<file path="config.mk">
export PLATFORM = sky130hd
export DESIGN_NAME = ldpc_dma_ctrl
export DESIGN_NICKNAME = d
export VERILOG_FILES = /design/src/rtl/ldpc_pkg.sv /design/src/rtl/ldpc_sticky.sv /design/src/rtl/ldpc_dma_ctrl.sv
export SDC_FILE = /design/constraint.sdc
export NUM_CORES = 1
export LEC_CHECK = 0
export BUFFER_PORTS_ARGS = -buffer_cell sky130_fd_sc_hd__buf_2
export CORE_UTILIZATION = 50
export CTS_CLUSTER_DIAMETER = 100
export CTS_CLUSTER_SIZE = 14
export DETAILED_ROUTE_END_ITERATION = 8
export MAX_ROUTING_LAYER = met4
export PLACE_DENSITY_LB_ADDON = 0.2
export SLEW_MARGIN = 40
export SYNTH_ARGS = -nofsm -noshare
export SYNTH_HDL_FRONTEND = slang
export SYNTH_SLANG_ARGS = --single-unit
</file>
<file path="constraint.sdc">
create_clock -name clk_sys -period 3.3 [get_ports clk_sys]
set_input_delay 0.66 -clock clk_sys [delete_from_list [all_inputs] [get_ports clk_sys]]
set_output_delay 0.66 -clock clk_sys [all_outputs]
set_load 0.05 [all_outputs]
</file>
<file path="src/rtl/ldpc_pkg.sv">
package ldpc_pkg;

  // ****************************************
  // register map (byte addresses)
  // ****************************************
  localparam logic [7:0] RX_POLL_OFS = 8'h10;
  localparam logic [7:0] RX_BASE_OFS = 8'h18;
  localparam logic [7:0] TX_BASE_OFS = 8'h20;
  localparam logic [7:0] STATUS_OFS = 8'h28;
  localparam logic [7:0] NAC_OFS = 8'h30;

  localparam logic [31:0] RX_POLL_RST = 32'h0fff_ffff;
  localparam logic [31:0] NAC_RST = 32'h0008_0040;
  localparam logic [31:0] NAC_WR_MASK = 32'h0028_fcea;
  localparam logic [31:0] ZERO_WORD = 32'h0000_0000;
  localparam logic [1:0] RING_ALIGN = 2'h0;

  // ****************************************
  // network access control fields
  // ****************************************
  localparam int NAC_WHOLE_FRAME = 21;
  localparam int NAC_SQE_OFF = 19;
  localparam int NAC_LEVEL_LO = 14;
  localparam int NAC_TX_RUN = 13;
  localparam int NAC_COLL = 12;
  localparam int NAC_LOOP_LO = 10;
  localparam int NAC_ALL_GROUP = 7;
  localparam int NAC_ANY_GOOD = 6;
  localparam int NAC_BACKOFF = 5;
  localparam int NAC_DAMAGED = 3;
  localparam int NAC_RX_RUN = 1;
  localparam logic [1:0] LOOP_NORMAL = 2'h0;
  localparam logic [1:0] LOOP_MAC = 2'h1;

  // ****************************************
  // status fields
  // ****************************************
  localparam int ST_TX_DONE = 0;
  localparam int ST_TX_STOP = 1;
  localparam int ST_TX_NODESC = 2;
  localparam int ST_JABBER = 3;
  localparam int ST_TX_UNDER = 5;
  localparam int ST_RX_DONE = 6;
  localparam int ST_RX_NODESC = 7;
  localparam int ST_RX_STOP = 8;
  localparam int ST_RX_WDOG = 9;
  localparam int ST_GP_TIMER = 11;
  localparam int ST_FATAL = 13;
  localparam int ST_FLAGS = 14;
  localparam logic [13:0] NORMAL_MASK = 14'h0045;
  localparam logic [13:0] ABNORMAL_MASK = 14'h2baa;

  localparam logic [2:0] FAULT_PARITY = 3'h0;
  localparam logic [2:0] FAULT_MASTER = 3'h1;
  localparam logic [2:0] FAULT_TARGET = 3'h2;

  // ****************************************
  // process state report codes
  // ****************************************
  localparam logic [2:0] TXC_STOP = 3'h0;
  localparam logic [2:0] TXC_FETCH = 3'h1;
  localparam logic [2:0] TXC_SEND = 3'h2;
  localparam logic [2:0] TXC_FILL = 3'h3;
  localparam logic [2:0] TXC_SUSP = 3'h6;
  localparam logic [2:0] TXC_WB = 3'h7;
  localparam logic [2:0] RXC_STOP = 3'h0;
  localparam logic [2:0] RXC_FETCH = 3'h1;
  localparam logic [2:0] RXC_CHECK = 3'h2;
  localparam logic [2:0] RXC_WAIT = 3'h3;
  localparam logic [2:0] RXC_SUSP = 3'h4;
  localparam logic [2:0] RXC_WB = 3'h5;
  localparam logic [2:0] RXC_FLUSH = 3'h6;
  localparam logic [2:0] RXC_DRAIN = 3'h7;

  // fifo start levels in bytes, indexed by the level code
  localparam logic [10:0] LVL_FAST [4] = '{11'h080, 11'h100, 11'h200, 11'h400};
  localparam logic [10:0] LVL_SLOW [4] = '{11'h048, 11'h060, 11'h080, 11'h0a0};

  typedef enum logic [2:0] {
    TX_STOP, TX_FETCH, TX_FILL, TX_SEND, TX_WB, TX_SUSP
  } ldpc_tx_state_type;

  typedef enum logic [2:0] {
    RX_STOP, RX_FETCH, RX_WAIT, RX_DRAIN, RX_CHECK, RX_WB, RX_FLUSH, RX_SUSP
  } ldpc_rx_state_type;

  // ****************************************
  // carriers to and from the dma engine
  // ****************************************
  typedef struct packed {
    logic desc_done;
    logic desc_owned;
    logic desc_irq;
    logic fifo_has_frame;
    logic [10:0] fifo_level;
    logic frame_end;
    logic underflow;
    logic jabber;
    logic wr_done;
    logic poll;
  } ldpc_tx_evt_type;

  typedef struct packed {
    logic fetch;
    logic fill;
    logic send;
    logic wb;
    logic wb_underflow;
    logic wb_jabber;
    logic [10:0] start_level;
    logic force_coll;
    logic [1:0] loop_mode;
    logic backoff_hold;
    logic sqe_off;
    logic [31:0] ring_base;
  } ldpc_tx_cmd_type;

  typedef struct packed {
    logic desc_done;
    logic desc_owned;
    logic frame_start;
    logic frame_end;
    logic dest_match;
    logic multicast;
    logic bad;
    logic ctrl_frame;
    logic wr_done;
    logic flush_done;
    logic watchdog;
    logic gp_timer;
  } ldpc_rx_evt_type;

  typedef struct packed {
    logic fetch;
    logic drain;
    logic check;
    logic wb;
    logic flush;
    logic accept;
    logic [31:0] ring_base;
  } ldpc_rx_cmd_type;

  typedef struct packed {
    logic parity;
    logic master_abort;
    logic target_abort;
  } ldpc_fault_type;

endpackage

</file>
<file path="src/rtl/ldpc_sticky.sv">
`timescale 1ns/1ps
module ldpc_sticky #(
  parameter int W = 14
) (
  input wire logic clk_sys,
  input wire logic sys_rst,
  input wire logic [W-1:0] set,
  input wire logic [W-1:0] clr,
  output logic [W-1:0] q
);

  // an event in the same cycle as its clear is kept
  always_ff @(posedge clk_sys) begin
    if (sys_rst) begin
      q <= '0;
    end else begin
      q <= (q & ~clr) | set;
    end
  end

endmodule

</file>
<file path="src/rtl/ldpc_dma_ctrl.sv">
`timescale 1ns/1ps
module ldpc_dma_ctrl (
  input wire logic clk_sys,
  input wire logic sys_rst,
  input wire logic [7:0] avs_address,
  input wire logic avs_read,
  input wire logic avs_write,
  input wire logic [31:0] avs_writedata,
  input wire logic [3:0] avs_byteenable,
  output logic [31:0] avs_readdata,
  output logic avs_waitrequest,
  input wire logic speed_100,
  input wire logic sec_normal,
  input wire logic sec_abnormal,
  input wire ldpc_pkg::ldpc_tx_evt_type tx_evt,
  input wire ldpc_pkg::ldpc_rx_evt_type rx_evt,
  input wire ldpc_pkg::ldpc_fault_type fault,
  output ldpc_pkg::ldpc_tx_cmd_type tx_cmd,
  output ldpc_pkg::ldpc_rx_cmd_type rx_cmd,
  output logic bus_master_en
);

  // ****************************************
  // helpers
  // ****************************************
  function automatic logic [31:0] be_mask(input logic [3:0] be);
    logic [31:0] m;
    m = '0;
    for (int i = 0; i < 4; i++) begin
      m[8*i +: 8] = {8{be[i]}};
    end
    return m;
  endfunction

  function automatic logic [31:0] be_merge(input logic [31:0] old, input logic [31:0] nw,
                                           input logic [3:0] be);
    return (old & ~be_mask(be)) | (nw & be_mask(be));
  endfunction

  // ring bases keep only the upper thirty bits of the merged word
  function automatic logic [29:0] base_merge(input logic [29:0] old, input logic [31:0] nw,
                                             input logic [3:0] be);
    logic [31:0] m;
    m = be_merge({old, ldpc_pkg::RING_ALIGN}, nw, be);
    return m[31:2];
  endfunction

  function automatic logic [10:0] start_level(input logic [1:0] code, input logic fast);
    // code 11 is taken as the top level
    return fast ? ldpc_pkg::LVL_FAST[code] : ldpc_pkg::LVL_SLOW[code];
  endfunction

  // ****************************************
  // declarations
  // ****************************************
  logic ack_q;
  logic wr_fire;
  logic [31:0] rd_q;
  logic [31:0] rd_mux;
  logic [31:0] poll_q;
  logic [29:0] rx_base_q;
  logic [29:0] tx_base_q;
  logic [31:0] nac_q;
  logic [2:0] fault_kind_q;
  logic halt_q;
  logic [13:0] flags;
  logic [13:0] flag_set;
  logic [13:0] flag_clr;
  logic [31:0] clr_word;
  logic normal_summary;
  logic abnormal_summary;
  logic [2:0] tx_code;
  logic [2:0] rx_code;
  logic tx_run;
  logic rx_run;
  logic rx_poll;
  logic any_fault;
  logic addr_ok;
  logic frame_ok;
  logic tx_go;
  logic tx_irq_q;
  logic uf_q;
  logic jab_q;
  logic tci_set;
  logic tdu_set;
  logic rci_set;
  logic rdu_set;
  ldpc_pkg::ldpc_tx_state_type tx_q;
  ldpc_pkg::ldpc_tx_state_type tx_d;
  ldpc_pkg::ldpc_rx_state_type rx_q;
  ldpc_pkg::ldpc_rx_state_type rx_d;

  // ****************************************
  // avalon slave: one wait cycle, then answer
  // ****************************************
  assign avs_waitrequest = (avs_read | avs_write) & ~ack_q;
  assign wr_fire = avs_write & ack_q;
  assign avs_readdata = rd_q;

  always_ff @(posedge clk_sys) begin
    if (sys_rst) begin
      ack_q <= 1'b0;
    end else begin
      ack_q <= (avs_read | avs_write) & ~ack_q;
    end
  end

  always_comb begin
    unique case (avs_address)
      ldpc_pkg::RX_POLL_OFS: rd_mux = poll_q;
      ldpc_pkg::RX_BASE_OFS: rd_mux = {rx_base_q, ldpc_pkg::RING_ALIGN};
      ldpc_pkg::TX_BASE_OFS: rd_mux = {tx_base_q, ldpc_pkg::RING_ALIGN};
      ldpc_pkg::STATUS_OFS: rd_mux = {6'h00, fault_kind_q, tx_code, rx_code,
                                     normal_summary, abnormal_summary, 1'b0, flags};
      ldpc_pkg::NAC_OFS: rd_mux = nac_q;
      default: rd_mux = ldpc_pkg::ZERO_WORD;
    endcase
  end

  // read data is caught while waitrequest is still high
  always_ff @(posedge clk_sys) begin
    if (sys_rst) begin
      rd_q <= '0;
    end else if (avs_read & ~ack_q) begin
      rd_q <= rd_mux;
    end
  end

  // ****************************************
  // software registers
  // ****************************************
  always_ff @(posedge clk_sys) begin
    if (sys_rst) begin
      poll_q <= ldpc_pkg::RX_POLL_RST;
    end else if (wr_fire && avs_address == ldpc_pkg::RX_POLL_OFS) begin
      poll_q <= be_merge(poll_q, avs_writedata, avs_byteenable);
    end
  end

  // any value written while suspended counts as a demand
  assign rx_poll = wr_fire && avs_address == ldpc_pkg::RX_POLL_OFS
                   && rx_q == ldpc_pkg::RX_SUSP;

  always_ff @(posedge clk_sys) begin
    if (sys_rst) begin
      rx_base_q <= '0;
    end else if (wr_fire && avs_address == ldpc_pkg::RX_BASE_OFS) begin
      rx_base_q <= base_merge(rx_base_q, avs_writedata, avs_byteenable);
    end
  end

  always_ff @(posedge clk_sys) begin
    if (sys_rst) begin
      tx_base_q <= '0;
    end else if (wr_fire && avs_address == ldpc_pkg::TX_BASE_OFS) begin
      tx_base_q <= base_merge(tx_base_q, avs_writedata, avs_byteenable);
    end
  end

  // reserved bits are never stored, so they read zero
  always_ff @(posedge clk_sys) begin
    if (sys_rst) begin
      nac_q <= ldpc_pkg::NAC_RST;
    end else if (wr_fire && avs_address == ldpc_pkg::NAC_OFS) begin
      nac_q <= be_merge(nac_q, avs_writedata, avs_byteenable) & ldpc_pkg::NAC_WR_MASK;
    end
  end

  assign tx_run = nac_q[ldpc_pkg::NAC_TX_RUN];
  assign rx_run = nac_q[ldpc_pkg::NAC_RX_RUN];

  // ****************************************
  // bus fault capture
  // ****************************************
  assign any_fault = fault.parity | fault.master_abort | fault.target_abort;

  // the first fault is kept; mastering stays off until reset
  always_ff @(posedge clk_sys) begin
    if (sys_rst) begin
      fault_kind_q <= ldpc_pkg::FAULT_PARITY;
      halt_q <= 1'b0;
    end else if (any_fault && !halt_q) begin
      halt_q <= 1'b1;
      if (fault.parity) begin
        fault_kind_q <= ldpc_pkg::FAULT_PARITY;
      end else if (fault.master_abort) begin
        fault_kind_q <= ldpc_pkg::FAULT_MASTER;
      end else begin
        fault_kind_q <= ldpc_pkg::FAULT_TARGET;
      end
    end
  end

  assign bus_master_en = ~halt_q;

  // ****************************************
  // transmit process
  // ****************************************
  assign tx_go = nac_q[ldpc_pkg::NAC_WHOLE_FRAME] ? tx_evt.fifo_has_frame
                 : tx_evt.fifo_level >= tx_cmd.start_level;

  always_comb begin
    tx_d = tx_q;
    tci_set = 1'b0;
    tdu_set = 1'b0;
    // a fault stops the engine at the very edge that records it
    if (halt_q || any_fault) begin
      tx_d = ldpc_pkg::TX_STOP;
    end else begin
      unique case (tx_q)
        ldpc_pkg::TX_STOP: if (tx_run) tx_d = ldpc_pkg::TX_FETCH;
        ldpc_pkg::TX_FETCH: if (tx_evt.desc_done) begin
          if (!tx_run) begin
            tx_d = ldpc_pkg::TX_STOP;
          end else if (tx_evt.desc_owned) begin
            tx_d = ldpc_pkg::TX_FILL;
          end else begin
            tx_d = ldpc_pkg::TX_SUSP;
            tdu_set = 1'b1;
          end
        end
        ldpc_pkg::TX_FILL: begin
          if (!tx_run) begin
            tx_d = ldpc_pkg::TX_STOP;
          end else if (tx_go) begin
            tx_d = ldpc_pkg::TX_SEND;
          end
        end
        ldpc_pkg::TX_SEND: begin
          if (tx_evt.underflow || tx_evt.jabber) begin
            tx_d = ldpc_pkg::TX_WB;
          end else if (tx_evt.frame_end) begin
            tx_d = ldpc_pkg::TX_WB;
            tci_set = tx_irq_q;
          end
        end
        ldpc_pkg::TX_WB: if (tx_evt.wr_done) begin
          if (jab_q || !tx_run) begin
            tx_d = ldpc_pkg::TX_STOP;
          end else if (uf_q) begin
            tx_d = ldpc_pkg::TX_SUSP;
          end else begin
            tx_d = ldpc_pkg::TX_FETCH;
          end
        end
        ldpc_pkg::TX_SUSP: begin
          if (!tx_run) begin
            tx_d = ldpc_pkg::TX_STOP;
          end else if (tx_evt.poll) begin
            tx_d = ldpc_pkg::TX_FETCH;
          end
        end
        default: tx_d = ldpc_pkg::TX_STOP;
      endcase
    end
  end

  always_ff @(posedge clk_sys) begin
    if (sys_rst) begin
      tx_q <= ldpc_pkg::TX_STOP;
    end else begin
      tx_q <= tx_d;
    end
  end

  // descriptor error bits held until the write-back finishes
  always_ff @(posedge clk_sys) begin
    if (sys_rst) begin
      tx_irq_q <= 1'b0;
      uf_q <= 1'b0;
      jab_q <= 1'b0;
    end else begin
      if (tx_q == ldpc_pkg::TX_FETCH && tx_evt.desc_done) begin
        tx_irq_q <= tx_evt.desc_irq;
      end
      if (tx_q == ldpc_pkg::TX_SEND && tx_evt.underflow) begin
        uf_q <= 1'b1;
      end else if (tx_q == ldpc_pkg::TX_WB && tx_evt.wr_done) begin
        uf_q <= 1'b0;
      end
      if (tx_q == ldpc_pkg::TX_SEND && tx_evt.jabber) begin
        jab_q <= 1'b1;
      end else if (tx_q == ldpc_pkg::TX_WB && tx_evt.wr_done) begin
        jab_q <= 1'b0;
      end
    end
  end

  always_comb begin
    unique case (tx_q)
      ldpc_pkg::TX_STOP: tx_code = ldpc_pkg::TXC_STOP;
      ldpc_pkg::TX_FETCH: tx_code = ldpc_pkg::TXC_FETCH;
      ldpc_pkg::TX_FILL: tx_code = ldpc_pkg::TXC_FILL;
      ldpc_pkg::TX_SEND: tx_code = ldpc_pkg::TXC_SEND;
      ldpc_pkg::TX_WB: tx_code = ldpc_pkg::TXC_WB;
      ldpc_pkg::TX_SUSP: tx_code = ldpc_pkg::TXC_SUSP;
      default: tx_code = ldpc_pkg::TXC_STOP;
    endcase
  end

  always_comb begin
    tx_cmd.fetch = tx_q == ldpc_pkg::TX_FETCH;
    tx_cmd.fill = tx_q == ldpc_pkg::TX_FILL;
    tx_cmd.send = tx_q == ldpc_pkg::TX_SEND;
    tx_cmd.wb = tx_q == ldpc_pkg::TX_WB;
    tx_cmd.wb_underflow = uf_q;
    tx_cmd.wb_jabber = jab_q;
    tx_cmd.start_level = start_level(nac_q[ldpc_pkg::NAC_LEVEL_LO +: 2], speed_100);
    tx_cmd.force_coll = nac_q[ldpc_pkg::NAC_COLL];
    tx_cmd.loop_mode = nac_q[ldpc_pkg::NAC_LOOP_LO +: 2];
    tx_cmd.backoff_hold = nac_q[ldpc_pkg::NAC_BACKOFF];
    tx_cmd.sqe_off = nac_q[ldpc_pkg::NAC_SQE_OFF];
    tx_cmd.ring_base = {tx_base_q, ldpc_pkg::RING_ALIGN};
  end

  // ****************************************
  // receive process and address filter
  // ****************************************
  assign addr_ok = rx_evt.dest_match | nac_q[ldpc_pkg::NAC_ANY_GOOD]
                   | (rx_evt.multicast & nac_q[ldpc_pkg::NAC_ALL_GROUP]);
  assign frame_ok = addr_ok & (~rx_evt.bad | nac_q[ldpc_pkg::NAC_DAMAGED]);

  always_comb begin
    rx_d = rx_q;
    rci_set = 1'b0;
    rdu_set = 1'b0;
    if (halt_q || any_fault) begin
      rx_d = ldpc_pkg::RX_STOP;
    end else begin
      unique case (rx_q)
        ldpc_pkg::RX_STOP: if (rx_run) rx_d = ldpc_pkg::RX_FETCH;
        ldpc_pkg::RX_FETCH: if (rx_evt.desc_done) begin
          if (!rx_run) begin
            rx_d = ldpc_pkg::RX_STOP;
          end else if (rx_evt.desc_owned) begin
            rx_d = ldpc_pkg::RX_WAIT;
          end else begin
            rx_d = ldpc_pkg::RX_SUSP;
            rdu_set = 1'b1;
          end
        end
        ldpc_pkg::RX_WAIT: begin
          if (!rx_run) begin
            rx_d = ldpc_pkg::RX_STOP;
          end else if (rx_evt.frame_start && addr_ok) begin
            rx_d = ldpc_pkg::RX_DRAIN;
          end
        end
        ldpc_pkg::RX_DRAIN: if (rx_evt.frame_end) begin
          rx_d = frame_ok ? ldpc_pkg::RX_CHECK : ldpc_pkg::RX_FLUSH;
        end
        ldpc_pkg::RX_CHECK: if (rx_evt.desc_done) rx_d = ldpc_pkg::RX_WB;
        ldpc_pkg::RX_WB: if (rx_evt.wr_done) begin
          rci_set = 1'b1;
          rx_d = rx_run ? ldpc_pkg::RX_FETCH : ldpc_pkg::RX_STOP;
        end
        ldpc_pkg::RX_FLUSH: if (rx_evt.flush_done) begin
          rx_d = rx_run ? ldpc_pkg::RX_WAIT : ldpc_pkg::RX_STOP;
        end
        ldpc_pkg::RX_SUSP: begin
          if (!rx_run) begin
            rx_d = ldpc_pkg::RX_STOP;
          end else if (rx_poll || (rx_evt.frame_start && addr_ok)) begin
            rx_d = ldpc_pkg::RX_FETCH;
          end
        end
        default: rx_d = ldpc_pkg::RX_STOP;
      endcase
    end
  end

  always_ff @(posedge clk_sys) begin
    if (sys_rst) begin
      rx_q <= ldpc_pkg::RX_STOP;
    end else begin
      rx_q <= rx_d;
    end
  end

  always_comb begin
    unique case (rx_q)
      ldpc_pkg::RX_STOP: rx_code = ldpc_pkg::RXC_STOP;
      ldpc_pkg::RX_FETCH: rx_code = ldpc_pkg::RXC_FETCH;
      ldpc_pkg::RX_WAIT: rx_code = ldpc_pkg::RXC_WAIT;
      ldpc_pkg::RX_DRAIN: rx_code = ldpc_pkg::RXC_DRAIN;
      ldpc_pkg::RX_CHECK: rx_code = ldpc_pkg::RXC_CHECK;
      ldpc_pkg::RX_WB: rx_code = ldpc_pkg::RXC_WB;
      ldpc_pkg::RX_FLUSH: rx_code = ldpc_pkg::RXC_FLUSH;
      ldpc_pkg::RX_SUSP: rx_code = ldpc_pkg::RXC_SUSP;
      default: rx_code = ldpc_pkg::RXC_STOP;
    endcase
  end

  // control frames set rx_cmd.accept past the address filter and damaged-frame check; the receive states still use addr_ok and frame_ok
  always_comb begin
    rx_cmd.fetch = rx_q == ldpc_pkg::RX_FETCH;
    rx_cmd.drain = rx_q == ldpc_pkg::RX_DRAIN;
    rx_cmd.check = rx_q == ldpc_pkg::RX_CHECK;
    rx_cmd.wb = rx_q == ldpc_pkg::RX_WB;
    rx_cmd.flush = rx_q == ldpc_pkg::RX_FLUSH;
    rx_cmd.accept = frame_ok | rx_evt.ctrl_frame;
    rx_cmd.ring_base = {rx_base_q, ldpc_pkg::RING_ALIGN};
  end

  // ****************************************
  // status flags
  // ****************************************
  always_comb begin
    flag_set = '0;
    flag_set[ldpc_pkg::ST_TX_DONE] = tci_set;
    flag_set[ldpc_pkg::ST_TX_STOP] = tx_d == ldpc_pkg::TX_STOP
                                     && tx_q != ldpc_pkg::TX_STOP;
    flag_set[ldpc_pkg::ST_TX_NODESC] = tdu_set;
    flag_set[ldpc_pkg::ST_JABBER] = tx_q == ldpc_pkg::TX_SEND && tx_evt.jabber;
    flag_set[ldpc_pkg::ST_TX_UNDER] = tx_q == ldpc_pkg::TX_SEND && tx_evt.underflow;
    flag_set[ldpc_pkg::ST_RX_DONE] = rci_set;
    flag_set[ldpc_pkg::ST_RX_NODESC] = rdu_set;
    flag_set[ldpc_pkg::ST_RX_STOP] = rx_d == ldpc_pkg::RX_STOP
                                     && rx_q != ldpc_pkg::RX_STOP;
    flag_set[ldpc_pkg::ST_RX_WDOG] = rx_evt.watchdog;
    flag_set[ldpc_pkg::ST_GP_TIMER] = rx_evt.gp_timer;
    flag_set[ldpc_pkg::ST_FATAL] = any_fault && !halt_q;
  end

  assign clr_word = avs_writedata & be_mask(avs_byteenable);
  assign flag_clr = (wr_fire && avs_address == ldpc_pkg::STATUS_OFS)
                    ? clr_word[ldpc_pkg::ST_FLAGS-1:0]
                    : '0;

  ldpc_sticky #(
    .W(ldpc_pkg::ST_FLAGS)
  ) u_flags (
    .clk_sys(clk_sys),
    .sys_rst(sys_rst),
    .set(flag_set),
    .clr(flag_clr),
    .q(flags)
  );

  assign normal_summary = |(flags & ldpc_pkg::NORMAL_MASK) | sec_normal;
  assign abnormal_summary = |(flags & ldpc_pkg::ABNORMAL_MASK) | sec_abnormal;

endmodule

</file>
Word level (Yosys, flattened, before mapping)
Memories as Yosys holds them, arrays and structs flattened. A register that Yosys moved wholly into a read port is not among the register bits. Index checks and enable logic that the tools add are counted.

ROM bits: 24. Input bits: 86. Register bits: 165. Logic and storage cells: 161. Memories: 1. Output and inout bits: 126.

Bitwise operators: 31. Reduce and logical (&&, ||, !) cells: 30. Equal/unequal tests: 17. Muxes and demuxes: 66. Order comparisons: 2.

Memories: (no name shown) (words 8, bits a word 3, read ports 1, clocked after Yosys merged registers in 1, write ports 0, line ldpc_dma_ctrl.sv:381) `unique case (rx_q)`.

Operator list (number): 32-bit case mux with 5 select lines (1); 32-bit AND (4); 32-bit OR (3); 3-bit two-way mux (28); 11-bit two-way mux (5); 11-bit binary-select mux with 2-bit select (2); 32-bit NOT (1); 8-bit by 6-bit equality test with 1-bit output (second input constant) (3); 3-bit case mux with 8 select lines (1); 22-bit AND (1); 1-bit two-way mux (22); 22-bit OR (1); 3-bit equality test (second input constant) (6); 3-bit case mux with 6 select lines (1); 8-bit by 5-bit equality test with 1-bit output (second input constant) (2); 3-bit case mux with 5 select lines (1); 14-bit AND (1); 1-bit logical AND (14); 14-bit two-way mux (1); 14-bit NOT (1); 14-bit OR (1); 3-bit by 2-bit equality test with 1-bit output (second input constant) (4); 3-bit logical NOT (4); 11-bit greater-or-equal comparator (1); 13 further kinds (37).

Longest topological paths before layout
Depth after elaboration: 14. Depth in mapped cells: 9. Depth with buffers taken out: 9.

Hierarchy
Synthesis repeated with hierarchy kept, for this count alone.

Cells, all modules: 975. Area total of the unflattened synthesis: 7963.9 um^2.

By module, submodules not included: ldpc_dma_ctrl (cells an instance 918, instances 1, sequential area each 3062.9 um^2, area an instance 7462.2 um^2); ldpc_sticky (cells an instance 57, instances 1, sequential area each 280.3 um^2, area an instance 501.7 um^2).

Worst setup path after synthesis
OpenSTA, ideal clock, no wires.

Path kind: reg2reg. Start: reg tx_q[2]. End: reg u_flags.q[1]. Setup time: 0.124 ns. Buffers on the path: 1. Stages on the path, launching flop included: 8. Period minus slack after synthesis: 2.704 ns. Arrival time: 2.580 ns. Required time: 3.176 ns. Path slack: 0.596 ns. Path through: dfxtp_1 clkbuf_1 nor3b_1 nand2_1 nor3b_1 a211oi_1 a31oi_1 o21ai_0.

RTL lines: from (decl) (line ldpc_dma_ctrl.sv:88) `ldpc_pkg::ldpc_tx_state_type tx_q;`; from (signal assigned) (line ldpc_dma_ctrl.sv:260) `tx_q <= ldpc_pkg::TX_STOP;`; from (signal assigned) (line ldpc_dma_ctrl.sv:262) `tx_q <= tx_d;`; to (signal assigned) (line ldpc_sticky.sv:17) `q <= (q & ~clr) | set;`; to (decl) (line ldpc_sticky.sv:9) `output logic [W-1:0] q`.

==> impl_metrics.ini <==
[run_status]
status = completed

[synthesis]
ys.flop_type = dfxtp_1
netlist_top_cells_area = dfxtp_1, nand2_1, a21oi_1
synth_most_common_cell = dfxtp_1
ys_types = 60
synth_common_cells = dfxtp_1, nand2_1, a21oi_1
ys_seq_area_share_pct = 43.3
synth_edf_count = 0
ys_seq_elements = 167
synth.cell_area_um2 = 7720
yosysTopAreaCellShare_pct = 43.3
yosysWarningCount = 0
synthArstFlopShare_pct = 0
synth_largest_area_cell = dfxtp_1
synth_cells = 965
synth.avg_cell_area_um2 = 8.00

[setup_path]
cp_slowest_cell = nor3b_1
arrival_ns = 1.97
cp_top_family = buffers and inverters
crit_chain = inv_1 -> nor3b_1 -> buf_2
worstPathMaxFanout = 7
worst_ep_required_time_ns = 2.64
cp-start-kind = flip-flop
endpoint_kind = output port
crit_start = tx_q[1]$_SDFF_PP0_
cp_num_buf_inv = 2
crit_type = reg2out
critPathMaxStageDelay_ns = 0.54

[layout]
areaGrowthSynthToFinish_pct = 22.1
fillers = 1425
utilization_pct = 62.3
diodes = 0
final_nets = 1237
drive_above_1_share_pct = 24.1
fin_area_um2 = 9430

[global_route]
grt_pass1_vias = 7080
grt_max_degree = 64
grt_pass1_wl_mm = 38.3
gr-total-overflow = 0
grt_usage_pct = 31.8
antenna_found_initial = 0

[clocking]
postCtsSetupBuffers = 0
clock_path_buffers = 2
cts_root_buffer = clkbuf_16
hold_buffers = 0
cts_max_level = 4
cts-resized-gates = 0
cts_tree = done
numCtsBuffers = 17
clock_latency_ns = 0.43
clk_pin_slew_ns = 0.06
clock-sinks = 167

[timing]
fin_skew_ns = 0.00857
max_freq_mhz = 380
drv_slew = 0
setup_violations = 0
hold_viol = 0
rsz0062_at_grt = no
worstMarginPinSlew_ns = 0.711
timing.hold.ws_ns = 0.451
period_share_pct = 79.7
max_slew_margin_pct = 52.4
tns_ns = 0
timing.final.crit_period_ns = 2.63

[pwr]
totalPowerFinal_mw = 4.34
ir_worst_vdd_v = 0.000349
leakage_nw = 3.96
p_per_area_nw_per_um2 = 460

[hold_path]
hold_class = in2reg
min_from = rx_evt[1]

[floorplanning]
die_w_um = 126
num_io_pins = 212
initial_core_util_pct = 51.0
die_area_um2 = 15900
coreArea_um2 = 15100
fp-row-count = 45
die_y_um = 126

[route]
dr.pass1.iters = 7
drt-total-wl_mm = 24.1
vias = 7883
ant_nets = 0
drt_iter0_drc = 768
wire_per_inst_um = 18.0
routed_via_density = 5.87
drc = 0

[placement]
post_dp_cell_area_um2 = 8850
dp.final_hpwl_mm = 16.9
place.gp.congestion = 0.875
portBuffers = 203

[job]
max_cap_violations = 0
-- tightest hold or removal path: stages --
cell     delay, ns
buf_2         0.08
a21oi_1       0.03
nor2_1        0.07
-- routing by layer --
| layer | global-route usage [%] | wire, µm | up-vias |
|---|---|---|---|
| li1 | - | - | 3749 |
| met1 | 42.6 | 10600 | 3683 |
| met2 | 46.7 | 10700 | 403 |
| met3 | 7.14 | 2230 | 48 |
| met4 | 11.5 | 561 | 0 |
| met5 | - | 0 | - |
-- cell type report --
class                      instances  area, µm²  area share [%]
clock buffer                      18        439            4.66
sequential                       167       3340            35.5
timing repair buffer             226       1220            12.9
multi-input combinational        715       4010            42.5
clock inverter                    13        133            1.41
inverter                          15       56.3           0.597
tap                              188        235            2.49
-- report_power, final --
group / switching (mW) / internal [mW] / total [mW]
sequential: 0.0150 / 2.03 / 2.05
combinational: 0.235 / 0.103 / 0.338
clock: 0.827 / 1.12 / 1.95
total: 1.08 / 3.26 / 4.34
-- final timing paths --
kind	cells after the start	slack [ns]	end
max reg2reg	9	0.79	u_flags.q[1]$_SDFF_PP0_
min reg2reg	2	0.46	u_flags.q[12]$_SDFF_PP0_
max	3	0.67	tx_cmd[51]
min	3	0.45	u_flags.q[9]$_SDFF_PP0_
-- cell usage in the layout (no fill, tap or decap), drive strengths merged, types with 3 or more instances in the layout --
| cell type | n |
|---|---|
| nor2 | 106 |
| a222oi | 14 |
| o21a | 3 |
| nor3 | 12 |
| a22oi | 26 |
| conb | 8 |
| nor4 | 4 |
| o21ai | 35 |
| nor2b | 11 |
| ha | 9 |
| nand3 | 52 |
| a31oi | 3 |
| nand3b | 30 |
| and2 | 5 |
| a21oi | 111 |
| a221oi | 6 |
| nor3b | 7 |
| or2 | 6 |
| buf | 226 |
| nand2b | 14 |
| inv | 15 |
| mux2i | 26 |
| a211o | 4 |
| clkinv | 10 |
| o211ai | 3 |
| nand2 | 164 |
| a2bb2oi | 5 |
| clkbuf | 18 |
| dfxtp | 167 |
| a21o | 3 |
| and3 | 8 |
| a211oi | 15 |
| nand4 | 4 |
-- metrics by stage --
step                instances  setup slack, ns
detailed placement       1311            0.495
finish                   1342            0.669
CTS                      1342            0.680
global route             1342            0.532
global placement         1311            0.501
floorplan                 972            0.596
-- cell families (layout without fill, tap and decap cells) --
family                     count (synthesis)  after routing  share of synthesized area (%)
DFF                                      167            167                           43.3
and+or+nand+nor                          430            430                           26.7
AOI/OAI and AO/OA                        239            239                           19.4
other                                      1              8                         0.0486
xor gates and xnor gates                   1              1                          0.113
muxes                                     27             27                           3.52
adders and majority gates                 10             10                           1.59
buffers and inverters                     90            272                           5.36
No activity file was read; power rests on OpenSTA's default activity.
